[src/rtl/sis_defs.svh]
`ifndef SIS_DEFS_SVH
`define SIS_DEFS_SVH

// Host register offsets.
`define SIS_REG_PROC_DIS   12'h000
`define SIS_REG_ANC_BASE   12'h005
`define SIS_REG_ANC_LAST   12'h009
`define SIS_REG_STATUS     12'h01f

// Processing disable register fields and reset value.
`define SIS_DIS_TRS        0
`define SIS_DIS_LINE_NO    1
`define SIS_DIS_LINE_CHK   2
`define SIS_DIS_ANC_SUM    3
`define SIS_DIS_ERR_PKT    4
`define SIS_DIS_BAD_CODE   5
`define SIS_DIS_HCFG       8
`define SIS_DIS_RST        16'h0000
`define SIS_DIS_MASK       16'h013f
`define SIS_ANC_RST        16'h0000
`define SIS_PROC_EN_RST    6'h3f

// Status register fields.
`define SIS_ST_CHOICE      0
`define SIS_ST_MASTER      1
`define SIS_ST_CARRIER_N   2
`define SIS_ST_LOCKED      3
`define SIS_ST_VCO_CTR     4
`define SIS_ST_LOOP_MUTE   5
`define SIS_ST_LOOP_RECLK  6
`define SIS_ST_RATE_LO     8

// Host serial port framing.
`define SIS_HSP_CMD_BITS   6'd16
`define SIS_HSP_FRAME_BITS 6'd32
`define SIS_HSP_RW_BIT     15

// Timing, in nanoseconds and derived clock cycles.
`define SIS_CLK_NS         25
`define SIS_LOCK_QUAL_NS   1000
`define SIS_RATE_DWELL_NS  5000
`define SIS_LOCK_QUAL_CYC  ((`SIS_LOCK_QUAL_NS + `SIS_CLK_NS - 1) / `SIS_CLK_NS)
`define SIS_RATE_DWELL_CYC (`SIS_RATE_DWELL_NS / `SIS_CLK_NS)

`endif

[src/rtl/sis_pkg.sv]
package sis_pkg;

    // Line rates the receiver can be centred on.
    typedef enum logic [1:0] {
        SIS_RATE_SD,
        SIS_RATE_HD,
        SIS_RATE_HD_1001
    } sis_rate_t;

    // Lock acquisition states.
    typedef enum logic [1:0] {
        SIS_IDLE,
        SIS_SEEK,
        SIS_LOCKED
    } sis_lock_st_t;

    // Pin inputs that pass the synchroniser together.
    typedef struct packed {
        logic choice;
        logic master;
        logic cd_a_n;
        logic cd_b_n;
        logic ser_a;
        logic ser_b;
        logic pll_lk;
        logic rate_hd;
        logic rate_1001;
        logic reclk_pick;
        logic loop_en;
        logic reclk_data;
    } sis_pins_t;

    // Host serial port state.
    typedef struct packed {
        logic        sclk_prev;
        logic [5:0]  cnt;
        logic [15:0] sh;
        logic [15:0] cmd;
        logic [15:0] tx;
        logic        ld;
        logic        wr;
        logic        sdo;
    } sis_hsp_state_t;

    // Core selection, lock and register state.
    typedef struct packed {
        sis_lock_st_t    st;
        sis_rate_t       rate;
        logic [7:0]      dwell;
        logic [7:0]      qual;
        logic            choice_prev;
        logic            mode_prev;
        logic            mute_all;
        logic            loop_mute;
        logic            loop_reclk;
        logic            loop_data;
        logic            loop_oe;
        logic            reclock_in;
        logic            deser_run;
        logic [15:0]     dis;
        logic [4:0][15:0] anc;
        logic [5:0]      proc_en;
    } sis_core_state_t;

endpackage : sis_pkg

[src/rtl/sis_sync.sv]
`timescale 1ns/1ps
`default_nettype none

// Two-stage synchroniser for a group of asynchronous levels.
module sis_sync #(
    parameter int W = 1
) (
    // Clock and reset.
    input  wire logic         clk,
    input  wire logic         rst,
    // Levels in and out.
    input  wire logic [W-1:0] din,
    output logic      [W-1:0] dout
);
    typedef struct packed {
        logic [W-1:0] s2;
        logic [W-1:0] s1;
    } sis_sync_state_t;

    sis_sync_state_t s_q;
    sis_sync_state_t s_d;

    // The first stage feeds only the second.
    always_comb begin
        s_d    = s_q;
        s_d.s1 = din;
        s_d.s2 = s_q.s1;
    end

    // Registers clear to zero on reset.
    always_ff @(posedge clk) begin
        if (rst) begin
            s_q <= '0;
        end else begin
            s_q <= s_d;
        end
    end

    assign dout = s_q.s2;

endmodule : sis_sync

`default_nettype wire

[src/rtl/sis_hsp.sv]
`timescale 1ns/1ps
`default_nettype none
`include "sis_defs.svh"

// Host serial port slave: 16-bit command, then 16-bit data, MSB first.
module sis_hsp (
    // Clock and reset.
    input  wire logic        clk,
    input  wire logic        rst,
    // Synchronised port pins.
    input  wire logic        sclk_s,
    input  wire logic        cs_n_s,
    input  wire logic        sdi_s,
    output logic             sdo,
    // Register access.
    input  wire logic [15:0] rdata,
    output logic      [11:0] addr,
    output logic             wr,
    output logic      [15:0] wdata
);
    import sis_pkg::*;

    sis_hsp_state_t s_q;
    sis_hsp_state_t s_d;
    logic           rise;
    logic           fall;

    assign rise = sclk_s & ~s_q.sclk_prev;
    assign fall = ~sclk_s & s_q.sclk_prev;

    // Shift in on rising edges, shift read data out on falling edges.
    always_comb begin
        s_d           = s_q;
        s_d.wr        = 1'b0;
        s_d.ld        = 1'b0;
        s_d.sclk_prev = sclk_s;
        if (cs_n_s) begin
            s_d.cnt = 6'h00;
            s_d.sdo = 1'b0;
        end else begin
            if (rise && s_q.cnt != `SIS_HSP_FRAME_BITS) begin
                s_d.sh  = {s_q.sh[14:0], sdi_s};
                s_d.cnt = s_q.cnt + 6'h01;
                if (s_q.cnt == `SIS_HSP_CMD_BITS - 6'h01) begin
                    s_d.cmd = {s_q.sh[14:0], sdi_s};
                    s_d.ld  = 1'b1;
                end
                if (s_q.cnt == `SIS_HSP_FRAME_BITS - 6'h01 && !s_q.cmd[`SIS_HSP_RW_BIT]) begin
                    s_d.wr = 1'b1;
                end
            end
            if (s_q.ld) begin
                s_d.tx = rdata;
            end
            if (fall && s_q.cnt >= `SIS_HSP_CMD_BITS && s_q.cnt != `SIS_HSP_FRAME_BITS) begin
                s_d.sdo = s_q.tx[15];
                s_d.tx  = {s_q.tx[14:0], 1'b0};
            end
        end
    end

    // State register.
    always_ff @(posedge clk) begin
        if (rst) begin
            s_q <= '0;
        end else begin
            s_q <= s_d;
        end
    end

    assign addr  = s_q.cmd[11:0];
    assign wr    = s_q.wr;
    assign wdata = s_q.sh;
    assign sdo   = s_q.sdo;

endmodule : sis_hsp

`default_nettype wire

[src/rtl/sis_input_select.sv]
`timescale 1ns/1ps
`default_nettype none
`include "sis_defs.svh"

module sis_input_select (
    // Clock and reset.
    input  wire logic        clk,
    input  wire logic        rst,
    // Serial inputs and carrier flags.
    input  wire logic        serial_in_a,
    input  wire logic        serial_in_b,
    input  wire logic        carrier_ok_a_n,
    input  wire logic        carrier_ok_b_n,
    input  wire logic        input_choice,
    // Mode and slave configuration pins.
    input  wire logic        master_mode,
    input  wire logic        rate_hd,
    input  wire logic        rate_hd_1001,
    input  wire logic        reclock_pick_in,
    output logic             reclock_pick_out,
    output logic             reclock_pick_oe,
    // Reclocker side.
    input  wire logic        pll_lock,
    input  wire logic        reclk_data,
    output logic             reclock_in,
    output sis_pkg::sis_rate_t rate_sel,
    output logic             vco_centre,
    output logic             deser_run,
    // Status and outputs.
    output logic             locked,
    output logic             outputs_mute,
    input  wire logic        loop_enable,
    output logic             loop_data,
    output logic             loop_oe,
    output logic      [5:0]  proc_enable,
    output logic             hsync_cfg,
    // Host serial port.
    input  wire logic        hsp_sclk,
    input  wire logic        hsp_cs_n,
    input  wire logic        hsp_sdi,
    output logic             hsp_sdo
);
    import sis_pkg::*;

    sis_core_state_t s_q;
    sis_core_state_t s_d;
    sis_pins_t       pin_raw;
    sis_pins_t       p;
    logic [2:0]      hsp_s;
    logic [11:0]     h_addr;
    logic            h_wr;
    logic [15:0]     h_wdata;
    logic [15:0]     h_rdata;
    logic            sel_cd_n;
    logic            sel_ser;
    logic            restart;
    sis_rate_t       pin_rate;
    logic [11:0]     anc_idx;
    logic            loop_mute_chk;

    // Next rate in the master scan order.
    function automatic sis_rate_t sis_next_rate(input sis_rate_t r);
        case (r)
            SIS_RATE_SD:      sis_next_rate = SIS_RATE_HD;
            SIS_RATE_HD:      sis_next_rate = SIS_RATE_HD_1001;
            SIS_RATE_HD_1001: sis_next_rate = SIS_RATE_SD;
            default:          sis_next_rate = SIS_RATE_SD;
        endcase
    endfunction : sis_next_rate

    // Gather the asynchronous pins for synchronisation.
    always_comb begin
        pin_raw            = '0;
        pin_raw.choice     = input_choice;
        pin_raw.master     = master_mode;
        pin_raw.cd_a_n     = carrier_ok_a_n;
        pin_raw.cd_b_n     = carrier_ok_b_n;
        pin_raw.ser_a      = serial_in_a;
        pin_raw.ser_b      = serial_in_b;
        pin_raw.pll_lk     = pll_lock;
        pin_raw.rate_hd    = rate_hd;
        pin_raw.rate_1001  = rate_hd_1001;
        pin_raw.reclk_pick = reclock_pick_in;
        pin_raw.loop_en    = loop_enable;
        pin_raw.reclk_data = reclk_data;
    end

    sis_sync #(
        .W ($bits(sis_pins_t))
    ) u_pin_sync (
        .clk  (clk),
        .rst  (rst),
        .din  (pin_raw),
        .dout (p)
    );

    sis_sync #(
        .W (3)
    ) u_hsp_sync (
        .clk  (clk),
        .rst  (rst),
        .din  ({hsp_sclk, hsp_cs_n, hsp_sdi}),
        .dout (hsp_s)
    );

    sis_hsp u_hsp (
        .clk    (clk),
        .rst    (rst),
        .sclk_s (hsp_s[2]),
        .cs_n_s (hsp_s[1]),
        .sdi_s  (hsp_s[0]),
        .sdo    (hsp_sdo),
        .rdata  (h_rdata),
        .addr   (h_addr),
        .wr     (h_wr),
        .wdata  (h_wdata)
    );

    // Selected input, selected carrier and restart detection.
    assign sel_ser  = p.choice ? p.ser_a : p.ser_b;
    assign sel_cd_n = p.choice ? p.cd_a_n : p.cd_b_n;
    assign restart  = (p.choice != s_q.choice_prev) || (p.master != s_q.mode_prev);
    assign anc_idx  = h_addr - `SIS_REG_ANC_BASE;
    assign loop_mute_chk = s_q.loop_mute;

    // Slave-mode rate taken from the configuration pins.
    always_comb begin
        if (!p.rate_hd) begin
            pin_rate = SIS_RATE_SD;
        end else if (p.rate_1001) begin
            pin_rate = SIS_RATE_HD_1001;
        end else begin
            pin_rate = SIS_RATE_HD;
        end
    end

    // Lock acquisition, output muting and host register writes.
    always_comb begin
        s_d             = s_q;
        s_d.choice_prev = p.choice;
        s_d.mode_prev   = p.master;
        case (s_q.st)
            SIS_IDLE: begin
                s_d.qual  = 8'h00;
                s_d.dwell = 8'h00;
                s_d.st    = SIS_SEEK;
            end
            SIS_SEEK: begin
                if (p.pll_lk) begin
                    if (s_q.qual == 8'(`SIS_LOCK_QUAL_CYC - 1)) begin
                        s_d.st = SIS_LOCKED;
                    end else begin
                        s_d.qual = s_q.qual + 8'h01;
                    end
                end else begin
                    s_d.qual = 8'h00;
                    if (s_q.dwell == 8'(`SIS_RATE_DWELL_CYC - 1)) begin
                        s_d.dwell = 8'h00;
                        s_d.rate  = sis_next_rate(s_q.rate);
                    end else begin
                        s_d.dwell = s_q.dwell + 8'h01;
                    end
                end
            end
            SIS_LOCKED: begin
                if (!p.pll_lk) begin
                    s_d.st    = SIS_SEEK;
                    s_d.qual  = 8'h00;
                    s_d.dwell = 8'h00;
                end
            end
            default: begin
                s_d.st = SIS_IDLE;
            end
        endcase
        // Slave mode follows the rate pins instead of scanning.
        if (!p.master) begin
            s_d.rate = pin_rate;
        end
        // Invalid carrier or a change of source or mode holds acquisition at rest.
        if (sel_cd_n || restart) begin
            s_d.st = SIS_IDLE;
        end
        s_d.mute_all   = sel_cd_n;
        s_d.loop_reclk = p.master ? (s_d.st == SIS_LOCKED) : p.reclk_pick;
        s_d.loop_mute  = sel_cd_n | (!p.master & p.reclk_pick & (s_d.st != SIS_LOCKED));
        s_d.loop_data  = s_d.loop_mute ? 1'b0 : (s_d.loop_reclk ? p.reclk_data : sel_ser);
        s_d.loop_oe    = p.loop_en;
        s_d.reclock_in = sel_ser;
        s_d.deser_run  = !sel_cd_n && (s_d.st != SIS_IDLE);
        // Host writes; reserved bits are dropped.
        if (h_wr) begin
            if (h_addr == `SIS_REG_PROC_DIS) begin
                s_d.dis = h_wdata & `SIS_DIS_MASK;
            end else if (h_addr >= `SIS_REG_ANC_BASE && h_addr <= `SIS_REG_ANC_LAST) begin
                s_d.anc[anc_idx[2:0]] = h_wdata;
            end
        end
        s_d.proc_en = ~s_d.dis[5:0];
    end

    // Host read data; unmapped offsets read zero.
    always_comb begin
        h_rdata = 16'h0000;
        if (h_addr == `SIS_REG_PROC_DIS) begin
            h_rdata = s_q.dis;
        end else if (h_addr >= `SIS_REG_ANC_BASE && h_addr <= `SIS_REG_ANC_LAST) begin
            h_rdata = s_q.anc[anc_idx[2:0]];
        end else if (h_addr == `SIS_REG_STATUS) begin
            h_rdata[`SIS_ST_CHOICE]     = p.choice;
            h_rdata[`SIS_ST_MASTER]     = p.master;
            h_rdata[`SIS_ST_CARRIER_N]  = sel_cd_n;
            h_rdata[`SIS_ST_LOCKED]     = (s_q.st == SIS_LOCKED);
            h_rdata[`SIS_ST_VCO_CTR]    = (s_q.st == SIS_IDLE);
            h_rdata[`SIS_ST_LOOP_MUTE]  = s_q.loop_mute;
            h_rdata[`SIS_ST_LOOP_RECLK] = s_q.loop_reclk;
            h_rdata[`SIS_ST_RATE_LO+:2] = s_q.rate;
        end
    end

    // State register; every processing function starts enabled.
    always_ff @(posedge clk) begin
        if (rst) begin
            s_q      <= '0;
            s_q.st   <= SIS_IDLE;
            s_q.rate <= SIS_RATE_SD;
            s_q.dis  <= `SIS_DIS_RST;
            s_q.proc_en <= `SIS_PROC_EN_RST;
            s_q.anc  <= {5{`SIS_ANC_RST}};
        end else begin
            s_q <= s_d;
        end
    end

    // Outputs.
    assign locked           = (s_q.st == SIS_LOCKED);
    assign vco_centre       = (s_q.st == SIS_IDLE);
    assign outputs_mute     = s_q.mute_all;
    assign rate_sel         = s_q.rate;
    assign reclock_in       = s_q.reclock_in;
    assign deser_run        = s_q.deser_run;
    assign loop_data        = s_q.loop_data;
    assign loop_oe          = s_q.loop_oe;
    assign reclock_pick_out = s_q.loop_reclk;
    assign reclock_pick_oe  = p.master;
    assign proc_enable      = s_q.proc_en;
    assign hsync_cfg        = s_q.dis[`SIS_DIS_HCFG];

    AST_SEL_ROUTE: assert property (@(posedge clk) disable iff (rst)
        1'b1 |=> reclock_in == $past(sel_ser))
        else $error("Reclocker input does not follow the chosen serial input.");

    AST_CARRIER_LOCK: assert property (@(posedge clk) disable iff (rst)
        (p.choice ? p.cd_a_n : p.cd_b_n) |=> !locked && vco_centre)
        else $error("Lock held while the chosen carrier flag is high.");

    AST_INVALID_MUTE: assert property (@(posedge clk) disable iff (rst)
        sel_cd_n |=> outputs_mute && !deser_run)
        else $error("Outputs not muted on an invalid carrier.");

    AST_LOOP_MUTE: assert property (@(posedge clk) disable iff (rst)
        sel_cd_n |=> loop_mute_chk && !loop_data)
        else $error("Loop-through output not muted on an invalid carrier.");

    AST_LOOP_HIZ: assert property (@(posedge clk) disable iff (rst)
        !p.loop_en ##1 !p.loop_en |-> !loop_oe)
        else $error("Loop-through output driven while disabled.");

    AST_RESET_ENABLES: assert property (@(posedge clk)
        rst |=> proc_enable == 6'h3f && !hsync_cfg)
        else $error("Processing functions not all enabled after reset.");

    AST_RESTART: assert property (@(posedge clk) disable iff (rst)
        $changed(p.choice) || $changed(p.master) |=> !locked)
        else $error("Lock survived a change of source or mode.");

    AST_MASTER_SCAN: assert property (@(posedge clk) disable iff (rst)
        p.master && !restart && !sel_cd_n && s_q.st == SIS_SEEK && !p.pll_lk
        && s_q.dwell == 8'(`SIS_RATE_DWELL_CYC - 1) |=> rate_sel != $past(rate_sel))
        else $error("Master scan did not advance the rate.");

    AST_QUAL_LOCK: assert property (@(posedge clk) disable iff (rst)
        s_q.st == SIS_SEEK && p.pll_lk && !restart && !sel_cd_n
        && s_q.qual == 8'(`SIS_LOCK_QUAL_CYC - 1) |=> locked ##1 (locked || !$past(p.pll_lk) || vco_centre))
        else $error("Qualified PLL lock not reported.");

    AST_SLAVE_RATE: assert property (@(posedge clk) disable iff (rst)
        !p.master |=> rate_sel == $past(pin_rate))
        else $error("Slave rate does not follow the rate pins.");

endmodule : sis_input_select

`default_nettype wire

[config.mk]
export PLATFORM = sky130hd
export DESIGN_NAME = sis_input_select
export DESIGN_NICKNAME = d
export VERILOG_FILES = /design/src/rtl/sis_pkg.sv /design/src/rtl/sis_sync.sv /design/src/rtl/sis_hsp.sv /design/src/rtl/sis_input_select.sv
export VERILOG_INCLUDE_DIRS = /design/src /design/src/rtl
export SDC_FILE = /design/constraint.sdc
export NUM_CORES = 1
export LEC_CHECK = 0
export ABC_AREA = 1
export BUFFER_PORTS_ARGS = -buffer_cell sky130_fd_sc_hd__buf_2
export CAP_MARGIN = 25
export CORE_UTILIZATION = 45
export DETAILED_ROUTE_END_ITERATION = 10
export MAX_ROUTING_LAYER = met4
export PLACE_DENSITY = 0.61
export SYNTH_ARGS = -nofsm -noshare
export SYNTH_HDL_FRONTEND = slang
export SYNTH_SLANG_ARGS = --single-unit
[constraint.sdc]
create_clock -name clk -period 4.6 [get_ports clk]
set_input_delay 0.23 -clock clk [delete_from_list [all_inputs] [get_ports clk]]
set_output_delay 0.23 -clock clk [all_outputs]
set_load 0.01 [all_outputs]
==> flow_summary_export.csv, run 1 <==
group,metric,value,unit
synth,syn_nets,1192,
synth,synth_ff_type,"dfxtp_1",
routing,num_vias,7207,
timing,max_freq,390,MHz
layout,num-nets-final,1205,
timing,finalHoldViolCount,0,
placed_design,port_buffers,35,
job,maxCapViolations,0,
grt,grt_overflow,0,
clock_tree,cts_max_level,1,
timing,tightest_slew,0.867,ns
status,outcome,"complete, no violations",
routing,wl_per_cell,13.7,um
hold_path,hold_path_class,"in -> reg",
synth,synth_fa_ha_area_share,1.01,%
synth,netlist_area,8710,sq um
grt,use_met3,2.99,%
grt,grt_pass1_vias,6616,
synth,synth_compound_area_share,18.8,%
timing,slew_headroom,42.1,%
critical_path,start_kind,"register",
routing,drt_iter0_drc,465,
synth,async_flop_share,0,%
grt,grt-busiest-layer,"met2",
layout,drive_above_1_share,9.38,%
layout,area_growth_syn_to_layout,12.2,%
grt,antenna_found_initial,0,
synth,ys_types,40,
clock_tree,cts_tree,"built",
routing,drc_errors,0,
synth,synth_top_area_cell,"dfxtp_1",
clock_tree,clkLatencyLatePin,0.51,ns
synth,synth_simple_gate_area_share,21.6,%
power_and_ir_drop,power_density,386,nW/um^2
floorplanning,fp.coreArea,18800,sq um
clock_tree,cts_resized,0,
synth,synth_edf_count,0,
synth,yosysSeqAreaShare,47.6,%
synth,postSynthCellCount,1168,
critical_path,crit_fanout,32,
critical_path,worst_setup_path_end_kind,"register",
clock_tree,cts_root_buf,"clkbuf_16",
timing,period_share,55.8,%
grt,grt_max_degree,59,
synth,synthTopCellsByArea,"dfxtp_1, nand2_1, a21oi_1",
critical_path,crit_required,5.05,ns
floorplanning,die_height,141,um
synth,synth_top_family_by_area,"simple AND/OR/NAND/NOR gates",
power_and_ir_drop,p_leak,0.00426,uW
floorplanning,fp-row-count,50,
synth,ys_warn_count,0,
grt,grt_pass1_wl,33000,um
grt,met1_usage,28.5,%
critical_path,criticalPathCategory,"reg -> reg",
timing,fin_skew,0.00827,ns
timing,fin_tns_setup,0,ns
routing,routed_wl,19900,um
clock_tree,ctsLongestPathBuffers,3,
timing,holdWs,0.221,ns
critical_path,rrSetupSlack,2.03,ns
timing,setup_viol,0,
routing,first_pass_iters,5,
synth,synthXorXnorAreaFrac,0.503,%
grt,grtUsageMet2,33.5,%
clock_tree,path_clk_slew,0.06,ns
floorplanning,initial_core_util,46.3,%
synth,yosysTopAreaCellShare,47.6,%
timing,maxSlewViolCount,0,
routing,via_per_inst,4.96,
synth,synth_most_common_cell,"nand2_1",
routing,ant_nets,0,
synth,synth_mux_area_share,0.115,%
timing,rsz0062_at_grt,"no",
clock_tree,clkSinkCount,207,
power_and_ir_drop,ir_drop,0.369,mV
floorplanning,die-area,19900,sq um
placed_design,place_congestion,0.810,
grt,grt_usage,21.2,%
critical_path,crit_arrival,3.01,ns
layout,diodes,0,
placed_design,hpwlAfterDp,12800,um
synth,ys_ff_latch,207,
timing,period_minus_slack,2.57,ns
floorplanning,boundaryPins,36,
floorplanning,fp.dieW,141,um
synth,syn-mean-instance-area,7.46,sq um
layout,fillers,1836,
synth,synthTopCellsByCount,"nand2_1, dfxtp_1, a21oi_1, inv_1, nor2_1",
clock_tree,cts_buffers,23,
==> metal layers <==
metal | wire (um) | part of all wire (%) | vias to the layer above
li1 | - | - | 3802
met1 | 9570 | 48 | 3240
met2 | 9040 | 45 | 134
met3 | 890 | 4.5 | 31
met4 | 415 | 2.1 | 0
met5 | 0 | 0 | -
==> per-stage QoR <==
| step | std cells | util (%) | worst slack, ns | total power [uW] | area (sq um) |
|---|---|---|---|---|---|
| CTS | 1454 | 51.9 | 2.03 | 3800 | 9770 |
| global route | 1454 | 51.9 | 1.64 | 3900 | 9770 |
| detailed placement | 1401 | 47.1 | 2.04 | 1980 | 8880 |
| global placement | 1400 | 47.0 | 2.13 | 1980 | 8860 |
| floorplan | 1168 | - | 2.51 | 1940 | 8710 |
| finish | 1454 | 51.9 | 2.03 | 3770 | 9770 |
==> kinds of logic (layout without fill, tap and decap cells) <==
group           Yosys count  after routing
compound gates          317            317
xor+xnor                  5              5
fa+ha+maj                 7              7
buf+inv                 205            231
flops                   207            207
mux                       1              1
simple gates            426            426
==> worst max-delay path: stages, from the launching register on <==
cell     delay, ns
dfxtp_1       0.35
inv_1         0.07
ha_1          0.58
nand2_1       0.26
nor2_2        0.47
inv_2         0.13
nor2_8        0.37
o21ai_0       0.14
a21oi_1       0.13
==> power breakdown <==
part	switching [uW]	leakage [uW]	total [uW]	internal, uW
Combinational	79.9	0.00221	121	41.0
Sequential	12.7	0.00168	1830	1820
Clock	714	0.000368	1820	1100
==> cell usage in the layout (no fill, tap or decap), types with 2 or more instances in the layout <==
cell / synthesis / routed
dfxtp_1: 207 / 207
a31oi_1: 2 / 2
o21bai_1: 2 / 2
buf_4: 10 / 5
inv_1: 130 / 129
o22ai_1: 2 / 2
clkbuf_16: 0 / 23
o21ai_0: 87 / 87
buf_2: 18 / 35
a21oi_1: 139 / 139
xor2_1: 3 / 3
bufinv_16: 0 / 2
nand3b_1: 3 / 3
nor2_1: 115 / 115
clkbuf_1: 25 / 3
nor2_2: 4 / 4
a21oi_2: 3 / 3
nand3_2: 2 / 2
dlygate4sd3_1: 0 / 15
o211ai_1: 7 / 7
o21ai_1: 72 / 72
nor3_1: 12 / 12
nand2_1: 212 / 212
nor2_4: 2 / 2
inv_2: 6 / 7
clkinv_2: 1 / 4
nand2_2: 6 / 6
or2_2: 4 / 4
nand4_1: 10 / 10
nand3_1: 44 / 44
ha_1: 7 / 7
xnor2_1: 2 / 2
clkbuf_8: 0 / 5
nor2_8: 5 / 5
or2_1: 5 / 5
==> what timing repair did <==
item                                   CTS  global route
hold buffers                            15             0
setup buffers                            0             0
endpoints found under the hold margin   15             0
==> worst paths after layout <==
kind                                   endpoint  cells past startpoint                     startpoint
hold / removal            s_q[126]$_SDFFE_PP0P_                      4                            rst
hold reg to reg   u_pin_sync.dout[1]$_SDFF_PP0_                      2  u_pin_sync.s_d[13]$_SDFF_PP0_
setup / recovery                       register                      8     u_hsp.addr[1]$_SDFFE_PP0P_
setup reg to reg                       register                      8     u_hsp.addr[1]$_SDFFE_PP0P_
==> final cells by class <==
type	instances	area (sq um)	share of cell area (%)
clock inverters	7	91.3	0.935
multi-input cells	756	3660	37.4
flip-flops and latches	207	4140	42.4
repair buffers	56	383	3.92
inverters	137	515	5.27
well taps	260	325	3.33
clock buffers	31	656	6.71
Note: power is estimated with default switching activity, not from simulation.
==> run 2, diff against run 1 <==
clock period = 2.6 ns   (was 4.6 ns; I/O delays follow)
==> flow_summary_export.csv, run 2 (synthesis results as in run 1) <==
group,metric,value,unit
floorplanning,fp.coreArea,18800,sq um
floorplanning,fp.dieW,141,um
layout,multi_input_area,3660,sq um
status,outcome,"complete, no violations",
floorplanning,die_height,141,um
clock_tree,path_clk_slew,0.06,ns
floorplanning,boundaryPins,36,
placed_design,dp.cells,1413,
layout,post-route-cell-area,9850,sq um
routing,routed_wl,20400,um
timing,period_minus_slack,2.20,ns
critical_path,crit_start,"u_hsp.addr[0]$_SDFFE_PP0P_",
critical_path,crit_fanout,32,
floorplanning,fp-row-count,50,
timing,maxSlewViolCount,0,
routing,drc_errors,0,
layout,final_core_utilization,52.3,%
placed_design,hpwlAfterDp,13300,um
critical_path,timing.rr.start,"u_hsp.addr[0]$_SDFFE_PP0P_",
timing,slew_headroom,50.9,%
placed_design,port_buffers,35,
routing,num_vias,7342,
clock_tree,cts_buffers,22,
layout,final_cell_mix,"nand2_1, dfxtp_1, a21oi_1",
routing,via_per_inst,5.02,
job,maxCapViolations,0,
critical_path,crit_required,3.03,ns
grt,grt_pass1_vias,6930,
layout,layout_commonest_cell,"nand2_1",
floorplanning,initial_core_util,46.3,%
hold_path,hold_path_class,"in -> reg",
clock_tree,cts_max_level,1,
critical_path,start_kind,"register",
layout,instances_no_fill,1464,
clock_tree,postCtsSetupRepairBufs,0,
critical_path,criticalPathCategory,"reg -> reg",
timing,finalHoldViolCount,0,
timing,setup_viol,0,
critical_path,cp_slowest_cell,"nor2_8",
critical_path,path_delay_family,"simple AND/OR/NAND/NOR gates",
grt,grt_pass1_wl,34700,um
routing,drt_iter0_drc,378,
layout,area_growth_syn_to_layout,13.1,%
timing,fin_skew,0.0142,ns
clock_tree,cts_root_buf,"clkbuf_16",
grt,grt_usage,22.2,%
critical_path,slowest_delay,0.50,ns
clock_tree,clkSinkCount,207,
power_and_ir_drop,power_density,675,nW/um^2
critical_path,cp_common_cell,"inv_1",
layout,diodes,0,
clock_tree,cts_tree,"built",
placed_design,place_congestion,0.848,
timing,holdWs,0.102,ns
critical_path,worst_setup_path_end_kind,"register",
critical_path,path_cells,"inv_1, ha_1, inv_1, nand2_1, nand2_2, nand3_1, nor2_8, o21ai_0, a21oi_1",
clock_tree,clkLatencyLatePin,0.50,ns
grt,grt_max_degree,58,
timing,rsz0062_at_grt,"no",
critical_path,rrSetupSlack,0.40,ns
layout,fillers,1834,
floorplanning,die-area,19900,sq um
layout,seqCellArea,4140,sq um
critical_path,worst-path-buf-inv,2,
critical_path,crit_arrival,2.63,ns
timing,tightest_slew,0.735,ns
hold_path,min_from,"rst",
routing,wl_per_cell,13.9,um
grt,antenna_found_initial,0,
timing,fin_tns_setup,0,ns
routing,first_pass_iters,5,
layout,drive_above_1_share,10.2,%
layout,num-nets-final,1216,
placed_design,placed_area,8970,sq um
routing,ant_nets,0,
power_and_ir_drop,p_leak,0.00431,uW
clock_tree,ctsLongestPathBuffers,3,
timing,max_freq,454,MHz
grt,grt_overflow,0,
timing,period_share,84.8,%
power_and_ir_drop,ir_drop,0.625,mV
run 2: cell types whose count changed in the layout (fill, tap and decap cells not counted):
| cell | previous run | this run |
|---|---|---|
| clkinv_4 | 0 | 1 |
| clkinv_2 | 4 | 5 |
| inv_6 | 1 | 0 |
| bufinv_16 | 2 | 3 |
| clkbuf_1 | 3 | 2 |
| clkbuf_8 | 5 | 2 |
| buf_4 | 5 | 17 |
run 2: power by group:
group	internal (uW)	switching (uW)	total, uW	leakage [uW]
sequential	3220	22.9	3240	0.00168
clock	1960	1240	3190	0.000362
combinational	76.7	144	221	0.00227
run 2: per-stage QoR:
| step | power, uW | worst slack [ns] |
|---|---|---|
| global placement | 3510 | 0.502 |
| detailed placement | 3520 | 0.448 |
| floorplan | 3440 | 0.506 |
| global route | 6890 | 0.156 |
| CTS | 6730 | 0.410 |
| finish | 6650 | 0.395 |
run 2: worst min-delay path: cells and delay by family:
| family | cells | cell delay [ns] |
|---|---|---|
| buffers and inverters | 1 | 0.14 |
| AND/OR/NAND/NOR | 3 | 0.28 |
run 2: layout make-up:
class,count,area share [%]
clock buffers,27,6.20
well taps,260,3.30
multi-input cells,756,37.1
inverters,137,5.23
repair buffers,68,4.80
clock inverters,9,1.28
flip-flops and latches,207,42.1
run 2: path summary, 6_finish.rpt:
kind	end	cells past startpoint
worst max-delay path	register	9
worst min-delay path	u_hsp.s_q[56]$_SDFFE_PP0P_	4
worst max register to register	register	9
worst min register to register	u_pin_sync.dout[4]$_SDFF_PP0_	2
run 2: timing repair:
action                                 CTS  global route
endpoints found under the hold margin   15             0
gates resized for setup                  0             0
hold buffers                            15             0
run 2: per-layer routing:
layer | global-route usage (%) | part of all wire, % | up-vias
met5 | - | 0 | -
met2 | 35.3 | 45 | 134
met3 | 2.79 | 3.9 | 29
met1 | 29.8 | 50 | 3354
met4 | 5.49 | 1.5 | 0
li1 | - | - | 3825
==> run 3, diff against run 2 <==
PLACE_DENSITY = 0.64   (was 0.61)
clock period = 1.85 ns   (was 2.6 ns; I/O delays follow)
==> flow_summary_export.csv, run 3 (synthesis results as in run 1) <==
group,metric,value,unit
status,outcome,"complete, no violations",
floorplanning,initial_core_util,46.3,%
layout,layout_commonest_cell,"nand2_1",
timing,rsz0062_at_grt,"yes",
critical_path,cp_common_cell,"nand2_2",
grt,antenna_found_initial,0,
routing,first_pass_iters,5,
layout,post-route-cell-area,10700,sq um
hold_path,hold_path_class,"in -> reg",
power_and_ir_drop,ir_drop,0.869,mV
clock_tree,clkSinkCount,207,
placed_design,placed_area,9300,sq um
critical_path,r2r_cells,12,
routing,num_vias,7511,
grt,grt_pass1_vias,6995,
placed_design,hpwlAfterDp,13400,um
clock_tree,cts_max_level,1,
floorplanning,fp.dieW,141,um
power_and_ir_drop,power_density,905,nW/um^2
timing,period_minus_slack,1.83,ns
grt,grt-busiest-layer,"met2",
critical_path,path_cells,"inv_6, ha_4, inv_2, nand2_2, nand3b_1, nand2_2, nor2_4, nand2_8, nor2_8, clkbuf_16, o21ai_1, a21oi_1",
timing,setup_ws,0.0182,ns
clock_tree,cts_root_buf,"clkbuf_16",
layout,num-nets-final,1251,
hold_path,whs_endpoint,"u_pin_sync.s_d[22]$_SDFF_PP0_",
hold_path,min_from,"master_mode",
grt,grt_max_degree,53,
grt,met1_usage,29.1,%
timing,max_freq,546,MHz
grt,use_met3,2.89,%
critical_path,crit_arrival,2.27,ns
floorplanning,fp.coreArea,18800,sq um
critical_path,crit_required,2.29,ns
layout,fillers,1759,
timing,fin_skew,0.00842,ns
critical_path,cp_slowest_cell,"dfxtp_4",
timing,finalHoldViolCount,0,
job,maxCapViolations,0,
power_and_ir_drop,p_leak,0.00458,uW
floorplanning,die_height,141,um
grt,grt_overflow,0,
layout,final_cell_mix,"nand2_1, dfxtp_1, a21oi_1",
placed_design,place_ws,0.0106,ns
layout,diodes,0,
hold_path,min_path_cells,4,
critical_path,slowest_delay,0.39,ns
grt,grt_pass1_wl,34300,um
layout,area_growth_syn_to_layout,22.3,%
clock_tree,cts_buffers,23,
routing,routed_wl,21100,um
timing,period_share,99.0,%
routing,wl_per_cell,14.1,um
timing,setup_viol,0,
clock_tree,ctsLongestPathBuffers,3,
layout,drive_above_1_share,17.7,%
critical_path,start_kind,"register",
floorplanning,boundaryPins,36,
timing,maxSlewViolCount,0,
routing,drt_iter0_drc,551,
floorplanning,fp-row-count,50,
timing,tightest_slew,0.503,ns
clock_tree,cts_tree,"built",
grt,grt_usage,21.8,%
timing,slew_headroom,66.5,%
critical_path,timing.rr.start,"u_hsp.addr[0]$_SDFFE_PP0P_",
routing,ant_nets,0,
critical_path,worst_setup_path_end_kind,"register",
routing,via_per_inst,5.00,
routing,drc_errors,0,
clock_tree,clkLatencyLatePin,0.50,ns
critical_path,crit_fanout,8,
grt,grtUsageMet2,34.1,%
critical_path,criticalPathCategory,"reg -> reg",
critical_path,rrSetupSlack,0.02,ns
floorplanning,die-area,19900,sq um
placed_design,port_buffers,35,
clock_tree,path_clk_slew,0.06,ns
placed_design,place_congestion,0.825,
==> run 3: routing by layer <==
| metal | part of all wire [%] | wire length [um] |
|---|---|---|
| met2 | 46 | 9620 |
| met3 | 4.1 | 859 |
| met1 | 48 | 10200 |
| met5 | 0 | 0 |
| met4 | 2.2 | 463 |
==> run 3: final cells by class <==
class	instances	area [sq um]	share of cell area [%]
Clock inverter	9	126	1.19
Inverter	137	524	4.92
Multi-Input combinational cell	756	3900	36.6
Tap cell	260	325	3.05
Timing Repair Buffer	102	951	8.93
Clock buffer	31	676	6.34
Sequential cell	207	4150	39.0
==> run 3: power by group <==
| group | internal (uW) | switching (uW) |
|---|---|---|
| combinational | 113 | 211 |
| sequential | 4520 | 32.8 |
| clock | 2970 | 1800 |
| total | 7600 | 2040 |
==> run 3: how the worst max path moves through the flow <==
stage | from | endpoint | slack (ns) | cells past startpoint
finish | u_hsp.addr[0]$_SDFFE_PP0P_ | register | 0.02 | 12
global route | u_hsp.addr[0]$_SDFFE_PP0P_ | register | -0.09 | 12
CTS | u_hsp.addr[1]$_SDFFE_PP0P_ | u_hsp.s_q[3]$_SDFFE_PP0P_ | 0.005 | 12
detailed placement | u_hsp.addr[1]$_SDFFE_PP0P_ | register | 0.01 | 12
global placement | u_hsp.addr[0]$_SDFFE_PP0P_ | register | 0.08 | 12
floorplan | u_hsp.addr[0]$_SDFFE_PP0P_ | register | -0.05 | 14
==> run 3: per-stage QoR <==
stage | power [uW] | setup TNS (ns) | std cells | utilization (%) | hold WS (ns)
5_1_grt | 9960 | -3.22 | 1502 | 56.6 | 0.332
6_report | 9640 | 0 | 1502 | 56.6 | 0.332
2_1_floorplan | 4830 | -1.06 | 1168 | - | 0.199
3_5_place_dp | 4940 | 0 | 1437 | 49.4 | 0.299
3_3_place_gp | 4940 | 0 | 1437 | 49.4 | 0.291
4_1_cts | 9720 | 0 | 1494 | 54.7 | 0.311
==> run 3: timing repair <==
| item | CTS | global route |
|---|---|---|
| cloned | 1 | 5 |
| setup endpoints to repair | 1 | 115 |
| endpoints found under the hold margin | 19 | 0 |
| hold buffers | 16 | 0 |
| resized for setup | 1 | 65 |
| setup buffers | 0 | 4 |
| pin swaps | 1 | 8 |
==> run 3: critical path: cells and delay by family (launching register included) <==
kind / cells / cell delay [ns]
and+or+nand+nor: 6 / 0.75
DFF: 1 / 0.39
buffers and inverters: 3 / 0.28
adders and majority gates: 1 / 0.16
AOI/OAI and AO/OA: 2 / 0.18
